<file path="src/hdl/thread_load_pkg.sv">
// constants, register map and state encoding of the thread/load sequencer
package thread_load_pkg;
  // register byte offsets
  localparam logic [11:0] CTRL_OFS   = 12'h000;
  localparam logic [11:0] STATUS_OFS = 12'h004;
  // control register fields
  localparam int CTRL_LEVEL_BIT = 0;  // 1 = later engineering level
  localparam int CTRL_CLEAR_BIT = 1;  // write 1: operator clear
  localparam logic [31:0] CTRL_RESET = 32'h0000_0001;
  // status register fields
  localparam int ST_THREAD_BIT  = 4;
  localparam int ST_CHECK_BIT   = 5;
  localparam int ST_PERM_BIT    = 6;
  localparam int ST_UNLOAD_BIT  = 7;
  localparam int ST_RETRY_BIT   = 8;
  localparam int ST_MOTOR_BIT   = 9;
  localparam int ST_MECHOK_BIT  = 10;
  localparam int ST_COUNT_LSB   = 16;
  // gap-pulse checkpoints
  localparam int CNT_W = 6;
  localparam logic [CNT_W-1:0] CP_TAPE      = 6'd7;
  localparam logic [CNT_W-1:0] CP_HUB       = 6'd12;
  localparam logic [CNT_W-1:0] CP_HUB_OLD   = 6'd9;
  localparam logic [CNT_W-1:0] CP_RETRY     = 6'd20;
  localparam logic [CNT_W-1:0] CP_HUB2      = 6'd28;
  localparam logic [CNT_W-1:0] CP_START     = 6'd44;
  localparam logic [CNT_W-1:0] CP_START_OLD = 6'd36;
  localparam logic [CNT_W-1:0] CP_COLUMN    = 6'd4;
  // synchronised input positions
  localparam int IN_PULSE = 0;
  localparam int IN_BTN   = 1;
  localparam int IN_RST   = 2;
  localparam int IN_CART  = 3;
  localparam int IN_TAPE  = 4;
  localparam int IN_HUB   = 5;
  localparam int IN_START = 6;
  localparam int IN_LVAC  = 7;
  localparam int IN_LBOT  = 8;
  localparam int IN_RBOT  = 9;
  localparam int IN_DOOR  = 10;
  localparam int IN_BAIL  = 11;
  localparam int IN_LAMP  = 12;
  localparam int IN_BOTM  = 13;
  localparam int IN_AIR   = 14;
  localparam int IN_OPEN  = 15;
  localparam int NIN      = 16;

  typedef enum logic [3:0] {
    ST_IDLE   = 4'b0000,
    ST_ATT1   = 4'b0001,
    ST_REW1   = 4'b0011,
    ST_ATT2   = 4'b0010,
    ST_WSTART = 4'b0110,
    ST_COLCHK = 4'b0111,
    ST_DONE   = 4'b0101,
    ST_STOP   = 4'b0100,
    ST_ABORT  = 4'b1100
  } seq_state_t;
endpackage : thread_load_pkg

</file>
<file path="src/hdl/thread_load_check_sequencer.sv">
// thread-and-load check sequencer with APB control and status registers
`timescale 1ns/10ps
`default_nettype none
module thread_load_check_sequencer
  import thread_load_pkg::*;
(
  input  wire logic        clk,           // 25 MHz logic clock
  input  wire logic        rst_n,         // synchronous reset, active low
  input  wire logic        psel,          // apb select
  input  wire logic        penable,       // apb access phase
  input  wire logic        pwrite,        // apb write
  input  wire logic [11:0] paddr,         // apb byte address
  input  wire logic [31:0] pwdata,        // apb write data
  output logic      [31:0] prdata,        // apb read data
  output logic             pready,        // apb ready
  output logic             pslverr,       // apb error on unmapped address
  input  wire logic        radiusPulse,   // left reel half-turn photocell
  input  wire logic        loadRewindBtn, // load/rewind pushbutton
  input  wire logic        resetBtn,      // reset pushbutton
  input  wire logic        cartPresent,   // cartridge on right hub
  input  wire logic        tapePresent,   // tape_start/tape_end_marker cells
  input  wire logic        hubWrapSw,     // hub-wrap switch transferred
  input  wire logic        tapeStartMark, // tape_start_marker sensed
  input  wire logic        leftColVacSw,  // left_column_vacuum_switch
  input  wire logic        leftColBottom, // left column tape bottomed
  input  wire logic        rightColBottom,// right column tape bottomed
  input  wire logic        doorOpen,      // door interlock open
  input  wire logic        safetyBail,    // safety bail tripped
  input  wire logic        lampOff,       // lamp-off condition
  input  wire logic        tapeBottomed,  // tape-bottomed condition
  input  wire logic        airFail,       // air pressure failure
  input  wire logic        cartOpenSw,    // cartridge-open switch transferred
  output logic             threadLatch,   // thread_sequence_latch
  output logic             cartMotor,     // cartridge opening motor drive
  output logic             reelForward,   // reels thread clockwise
  output logic             reelRewind,    // rewind onto file reel
  output logic             unloadLatch,   // both reels unload
  output logic             loadCheck,     // failure latch / lamp
  output logic             permFail,      // permanent failure flag
  output logic             rewindOutOp,   // rewind_out_operation output, driven constant 0
  output logic             mechOk         // mechanical-ok
);

  logic [NIN-1:0]   syncA_reg, syncB_reg, prevB_reg;
  logic [NIN-1:0]   rawIn, rise;
  seq_state_t       state_reg;
  logic [CNT_W-1:0] cnt_reg, cntInc;
  logic             tapeSeen_reg, retryUsed_reg, hubSeen_reg;
  logic             levelNew_reg, opClear;
  logic             pulse, permit, operator, startBtn;
  logic [CNT_W-1:0] hubLimit, startLimit;
  logic             setupRd;

  assign rawIn = {cartOpenSw, airFail, tapeBottomed, lampOff, safetyBail,
                  doorOpen, rightColBottom, leftColBottom, leftColVacSw,
                  tapeStartMark, hubWrapSw, tapePresent, cartPresent,
                  resetBtn, loadRewindBtn, radiusPulse};

  // two-stage synchroniser; only stage B feeds logic
  always_ff @(posedge clk) begin
    if (!rst_n) begin
      syncA_reg <= '0;
      syncB_reg <= '0;
      prevB_reg <= '0;
    end else begin
      syncA_reg <= rawIn;
      syncB_reg <= syncA_reg;
      prevB_reg <= syncB_reg;
    end
  end
  assign rise = syncB_reg & ~prevB_reg;

  assign pulse    = rise[IN_PULSE];
  assign cntInc   = cnt_reg + 6'd1;
  assign operator = rise[IN_RST] | opClear;
  assign startBtn = rise[IN_BTN];
  assign hubLimit   = levelNew_reg ? CP_HUB : CP_HUB_OLD;
  assign startLimit = levelNew_reg ? CP_START : CP_START_OLD;
  assign permit = !(syncB_reg[IN_DOOR] | syncB_reg[IN_LBOT] |
                    syncB_reg[IN_RBOT] | syncB_reg[IN_RST] |
                    syncB_reg[IN_BAIL] | !mechOk);

  always_ff @(posedge clk) begin
    if (!rst_n)
      mechOk <= 1'b0;
    else
      mechOk <= !(syncB_reg[IN_LAMP] | syncB_reg[IN_BOTM] |
                  syncB_reg[IN_AIR]);
  end

  // sequence state and gap counter
  always_ff @(posedge clk) begin
    if (!rst_n) begin
      state_reg     <= ST_IDLE;
      cnt_reg       <= '0;
      tapeSeen_reg  <= 1'b0;
      hubSeen_reg   <= 1'b0;
      retryUsed_reg <= 1'b0;
      threadLatch   <= 1'b0;
      loadCheck     <= 1'b0;
      permFail      <= 1'b0;
      unloadLatch   <= 1'b0;
    end else if (operator) begin
      // only the operator releases a stopped or failed sequence
      state_reg     <= ST_IDLE;
      cnt_reg       <= '0;
      tapeSeen_reg  <= 1'b0;
      hubSeen_reg   <= 1'b0;
      retryUsed_reg <= 1'b0;
      threadLatch   <= 1'b0;
      loadCheck     <= 1'b0;
      permFail      <= 1'b0;
      unloadLatch   <= 1'b0;
    end else begin
      if (pulse && state_reg != ST_IDLE)
        cnt_reg <= cntInc;
      case (state_reg)
        ST_IDLE: begin
          if (startBtn && permit) begin
            threadLatch  <= 1'b1;
            cnt_reg      <= '0;
            tapeSeen_reg <= 1'b0;
            state_reg    <= ST_ATT1;
          end
        end
        ST_ATT1: begin
          if (syncB_reg[IN_TAPE])
            tapeSeen_reg <= 1'b1;
          if (syncB_reg[IN_CART]) begin
            if (pulse && cntInc == CP_TAPE && !tapeSeen_reg) begin
              loadCheck   <= 1'b1;
              unloadLatch <= 1'b1;
              state_reg   <= ST_REW1;
            end else if (pulse && cntInc == CP_HUB) begin
              if (syncB_reg[IN_HUB]) begin
                state_reg <= ST_WSTART;
              end else begin
                loadCheck   <= 1'b1;
                unloadLatch <= 1'b1;
                state_reg   <= ST_REW1;
              end
            end
          end else if (pulse && cntInc == hubLimit) begin
            if (syncB_reg[IN_HUB]) begin
              state_reg <= ST_WSTART;
            end else begin
              loadCheck   <= 1'b1;
              unloadLatch <= 1'b1;
              threadLatch <= 1'b0;
              state_reg   <= ST_STOP;
            end
          end
        end
        ST_REW1: begin
          if (pulse && cntInc == CP_RETRY) begin
            retryUsed_reg <= 1'b1;
            unloadLatch   <= 1'b0;
            hubSeen_reg   <= 1'b0;
            state_reg     <= ST_ATT2;
          end
        end
        ST_ATT2: begin
          if (syncB_reg[IN_HUB])
            hubSeen_reg <= 1'b1;
          if (pulse && cntInc == CP_HUB2) begin
            if (hubSeen_reg || syncB_reg[IN_HUB]) begin
              state_reg <= ST_WSTART;
            end else begin
              permFail    <= 1'b1;
              unloadLatch <= 1'b1;
              threadLatch <= 1'b0;
              state_reg   <= ST_ABORT;
            end
          end
        end
        ST_WSTART: begin
          if (rise[IN_START]) begin
            cnt_reg   <= '0;
            state_reg <= ST_COLCHK;
          end else if (pulse && cntInc == startLimit) begin
            loadCheck   <= 1'b1;
            threadLatch <= 1'b0;
            state_reg   <= ST_STOP;
          end
        end
        ST_COLCHK: begin
          if (pulse && cntInc == CP_COLUMN) begin
            threadLatch <= 1'b0;
            if (syncB_reg[IN_LVAC]) begin
              state_reg <= ST_DONE;
            end else begin
              loadCheck <= 1'b1;
              state_reg <= ST_STOP;
            end
          end
        end
        ST_DONE, ST_STOP, ST_ABORT: cnt_reg <= cnt_reg;
        default: begin
          state_reg <= ST_IDLE;
        end
      endcase
    end
  end

  // with a cartridge present, motor runs from latch set until the opener reports fully open or the operator clears
  always_ff @(posedge clk) begin
    if (!rst_n)
      cartMotor <= 1'b0;
    else if (!syncB_reg[IN_CART] || syncB_reg[IN_OPEN] || operator)
      cartMotor <= 1'b0;
    else if (state_reg == ST_IDLE && startBtn && permit)
      cartMotor <= 1'b1;
  end

  always_ff @(posedge clk) begin
    if (!rst_n) begin
      reelForward <= 1'b0;
      reelRewind  <= 1'b0;
      rewindOutOp <= 1'b0;
    end else begin
      reelForward <= threadLatch &&
                     (state_reg == ST_ATT1 || state_reg == ST_ATT2 ||
                      state_reg == ST_WSTART || state_reg == ST_COLCHK);
      reelRewind  <= (state_reg == ST_REW1 ||
                      state_reg == ST_ABORT);
      rewindOutOp <= 1'b0;
    end
  end

  // apb slave: zero wait states, read data captured in the setup cycle
  assign pready  = 1'b1;
  assign setupRd = psel && !penable && !pwrite;
  assign opClear = psel && penable && pwrite && paddr == CTRL_OFS &&
                   pwdata[CTRL_CLEAR_BIT];
  always_ff @(posedge clk) begin
    if (!rst_n)
      levelNew_reg <= CTRL_RESET[CTRL_LEVEL_BIT];
    else if (psel && penable && pwrite && paddr == CTRL_OFS)
      levelNew_reg <= pwdata[CTRL_LEVEL_BIT];
  end
  always_ff @(posedge clk) begin
    if (!rst_n) begin
      prdata  <= '0;
      pslverr <= 1'b0;
    end else if (psel && !penable) begin
      prdata  <= '0;
      pslverr <= !(paddr == CTRL_OFS || paddr == STATUS_OFS);
      if (setupRd && paddr == CTRL_OFS)
        prdata[CTRL_LEVEL_BIT] <= levelNew_reg;
      else if (setupRd && paddr == STATUS_OFS) begin
        prdata[3:0]            <= state_reg;
        prdata[ST_THREAD_BIT]  <= threadLatch;
        prdata[ST_CHECK_BIT]   <= loadCheck;
        prdata[ST_PERM_BIT]    <= permFail;
        prdata[ST_UNLOAD_BIT]  <= unloadLatch;
        prdata[ST_RETRY_BIT]   <= retryUsed_reg;
        prdata[ST_MOTOR_BIT]   <= cartMotor;
        prdata[ST_MECHOK_BIT]  <= mechOk;
        prdata[ST_COUNT_LSB +: CNT_W] <= cnt_reg;
      end
    end
  end
endmodule : thread_load_check_sequencer
`default_nettype wire

</file>
<file path="config.mk">
export PLATFORM = sky130hd
export DESIGN_NAME = thread_load_check_sequencer
export DESIGN_NICKNAME = d
export VERILOG_FILES = /design/src/hdl/thread_load_pkg.sv /design/src/hdl/thread_load_check_sequencer.sv
export SDC_FILE = /design/constraint.sdc
export NUM_CORES = 1
export LEC_CHECK = 0
export BUFFER_PORTS_ARGS = -buffer_cell sky130_fd_sc_hd__clkbuf_2
export CAP_MARGIN = 20
export CELL_PAD_IN_SITES_DETAIL_PLACEMENT = 0
export CELL_PAD_IN_SITES_GLOBAL_PLACEMENT = 1
export CORE_ASPECT_RATIO = 1.5
export CORE_MARGIN = 5
export CORE_UTILIZATION = 30
export CTS_BUF_LIST = sky130_fd_sc_hd__clkbuf_8
export CTS_CLUSTER_SIZE = 8
export DETAILED_ROUTE_END_ITERATION = 7
export GPL_TIMING_DRIVEN = 1
export PLACE_DENSITY = 0.64
export SYNTH_ARGS = -nofsm -noshare
export SYNTH_HDL_FRONTEND = slang
export SYNTH_SLANG_ARGS = --single-unit
</file>
<file path="constraint.sdc">
create_clock -name clk -period 3.1 [get_ports clk]
set_input_delay 0.62 -clock clk [delete_from_list [all_inputs] [get_ports clk]]
set_output_delay 0.62 -clock clk [all_outputs]
set_load 0.005 [all_outputs]
</file>
==> results.toml <==
[outcome]
status = "complete, no violations"

[global_routing]
grt_pass1_vias = 2659
grt_first_pass_wirelength_mm = 13.2
antenna_found_initial = 0
grt_max_degree = 59
grt_usage_pct = 12.9
overflow = 0

[setup_path]
worstPathRequired_ns = 3.33
crit_path_end_kind = "flop"
crit_family = "simple AND/OR/NAND/NOR gates"
worst-path-max-fanout = 10
startpoint_type = "flop"
crit_chain = "ha_1 -> nand3_2 -> xor2_2 -> nand4_2 -> or4_4 -> a221o_1 -> o41ai_2 -> a21oi_1"
cpPeakStageDelay_ns = 0.58
path_buf_inv = 0
worstSetupPathType = "reg -> reg"
arrival_ns = 3.13
critical_path.slowest_cell = "or4_4"

[sta]
timing.hold.ws_ns = 0.398
drv_slew = 0
skew_ns = 0.0143
timing.final.crit_share_pct = 93.4
slew_headroom_pct = 54.1
period_needed_ns = 2.90
hold_viol = 0
rsz0062_at_grt = "no"
timing.fmax_mhz = 345
tightestPinTransition_ns = 0.679
setup_tns_ns = 0
setup_viol = 0

[clock_tree]
cts_buffer_depth = 2
cts_made_buffers = 9
cts_sinks = 76
htree_levels = 3
insertion_delay_ns = 0.36
clkTransAtPathRegs_ns = 0.09
cts_resized = 0
cts_tree = "done"
cts_root_buf = "clkbuf_8"
cts_setup_buffers = 0
hold_buffers = 0

[pwr]
vdd_drop_max_uv = 322
powerDensity_mw_per_mm2 = 548
clkPwrFrac_pct = 33.9
swShare_pct = 30.6
power_frac_seq_pct = 51.4
p_leak_nw = 1.54
p_comb_share_pct = 14.7
p_switching_uw = 648
internal_power_mw = 1.47

[place]
gp_congestion = 0.895
dpl.hpwl_mm = 5.98
place_inst = 549
portBuffers = 60

[floorplanning]
fp-row-count = 47
fp.dieW_um = 95.7
die_area_sq_mm = 0.0133
fp.dieH_um = 139
core_sq_mm = 0.0109
io_pins = 108
start_util_pct = 30.2

[synth]
synth_cell_types = 62
syn_area_sq_mm = 0.00330
yosys_warnings = 0
async_flop_share_pct = 0
synth_seq_cells = 76
netlist_top_cells_area = "dfxtp_1, and2_1, nor2b_1, buf_4, a22oi_1"
synth_area_per_cell_sq_um = 9.28
synth_top_cell_by_area = "dfxtp_1"
synth_flop_cell = "dfxtp_1"
ys_seq_area_share_pct = 46.1
ys_top_cells_by_count = "dfxtp_1, and2_1, nor2_1, nor2b_1"
synth.most_common_cell = "dfxtp_1"
synth.top_cell.area_share_pct = 46.1
synth_edf_count = 0
synth_cells = 356

[final_layout]
layout.nets = 481
antenna_cells = 0
multi_input_area_sq_mm = 0.00162
seq_area_sq_mm = 0.00152
drive_above_1_share_pct = 22.0
finalNonFillerCells = 565
largest_register_ffs = 17
area_growth_pct = 17.2
final_util_pct = 35.4
fillers = 1186

[routing]
dr_wl_met3_um = 341
top_layer = "met4"
wirelength_mm = 8.10
wirelength_met1_mm = 3.09
routedWlPerCell_um = 14.3
drt_iter0_markers = 158
drcViolationCount = 0
dr_total_vias = 2659
wl_met2_mm = 4.34
drtPass1Iterations = 4
ant_nets = 0
vias_per_cell = 4.71

[job]
max_cap_violations = 0

[worst_hold_path]
hp-class = "reg -> reg"
==> metal layers <==
metal  vias to the layer above  global-route usage, %
met3                        19                   2.50
met4                         0                   7.57
met5                         -                      0
met1                      1237                   14.1
li1                       1330                      -
met2                        73                   22.3
==> cell type report <==
class | count | area share, %
clock buffers | 9 | 3.20
clock inverters | 7 | 1.65
inverters | 6 | 0.582
multi-input cells | 255 | 41.8
flip-flops and latches | 76 | 39.3
well taps | 147 | 4.75
repair buffers | 65 | 8.73
==> cell usage in the layout (no fill, tap or decap), types with 2 or more instances in the layout <==
master	synthesis	layout
a211oi_1	2	2
a21o_1	2	2
a21oi_1	15	15
a22oi_1	17	17
a311oi_1	2	2
a31oi_1	5	5
and2_1	36	36
and3_1	4	4
buf_4	18	5
clkbuf_2	0	60
clkbuf_8	0	9
clkinvlp_4	0	2
conb_1	2	17
dfxtp_1	76	76
ha_1	3	3
inv_1	6	6
inv_6	0	2
inv_8	0	2
mux2i_1	5	5
nand2_1	18	18
nand2b_1	7	7
nand3_1	7	7
nand4_1	2	2
nor2_1	24	24
nor2b_1	24	24
nor3_1	8	8
nor3b_1	2	2
nor4_1	4	4
nor4b_1	4	3
o211a_1	3	3
o21a_1	2	2
o21ai_0	4	4
o21ai_1	2	2
o22ai_1	2	2
or3_1	2	2
xnor2_1	2	2
xor2_1	4	4
==> kinds of logic (layout without fill, tap and decap cells) <==
kind of cell	count (synthesis)	in the layout	share of synthesized area (%)
simple gates	152	152	26.5
flops	76	76	46.1
buf+inv	40	87	6.86
fa+ha+maj	4	4	1.44
compound gates	70	70	15.3
other cells	2	17	0.227
mux	5	5	1.52
xor+xnor	7	7	2.08
==> worst paths after layout <==
kind	to	depth (start not counted)	slack, ns	from
setup / recovery	unloadLatch	8	0.20	cnt_reg[1]
hold / removal	mechOk	1	0.40	syncB_reg[13]
setup reg to reg	unloadLatch	8	0.20	cnt_reg[1]
hold reg to reg	mechOk	1	0.40	syncB_reg[13]
==> per-stage QoR <==
stage / power, mW / setup WS [ns] / area, sq um
floorplan: 1.32 / 0.562 / 3360
global placement: 1.43 / 0.280 / 3680
detailed placement: 1.42 / 0.203 / 3680
CTS: 2.15 / 0.205 / 3870
global route: 2.24 / 0.0141 / 3870
finish: 2.12 / 0.204 / 3870
==> power groups by stage <==
stage / clock network, mW / registers [mW] / logic [mW]
after floorplan: 0 / 1.07 / 0.247
after global placement: 0 / 1.11 / 0.312
after detailed placement: 0 / 1.11 / 0.311
after CTS: 0.751 / 1.09 / 0.312
after global routing: 0.791 / 1.10 / 0.350
final: 0.718 / 1.09 / 0.312
==> worst register-to-register path: stages, from the launching register on <==
cell and delay, ns:
dfxtp_1 0.54, ha_1 0.34, nand3_2 0.13, xor2_2 0.23, nand4_2 0.16, or4_4 0.58, a221o_1 0.42, o41ai_2 0.29
a21oi_1 0.10
No activity file was read; power rests on OpenSTA's default activity.
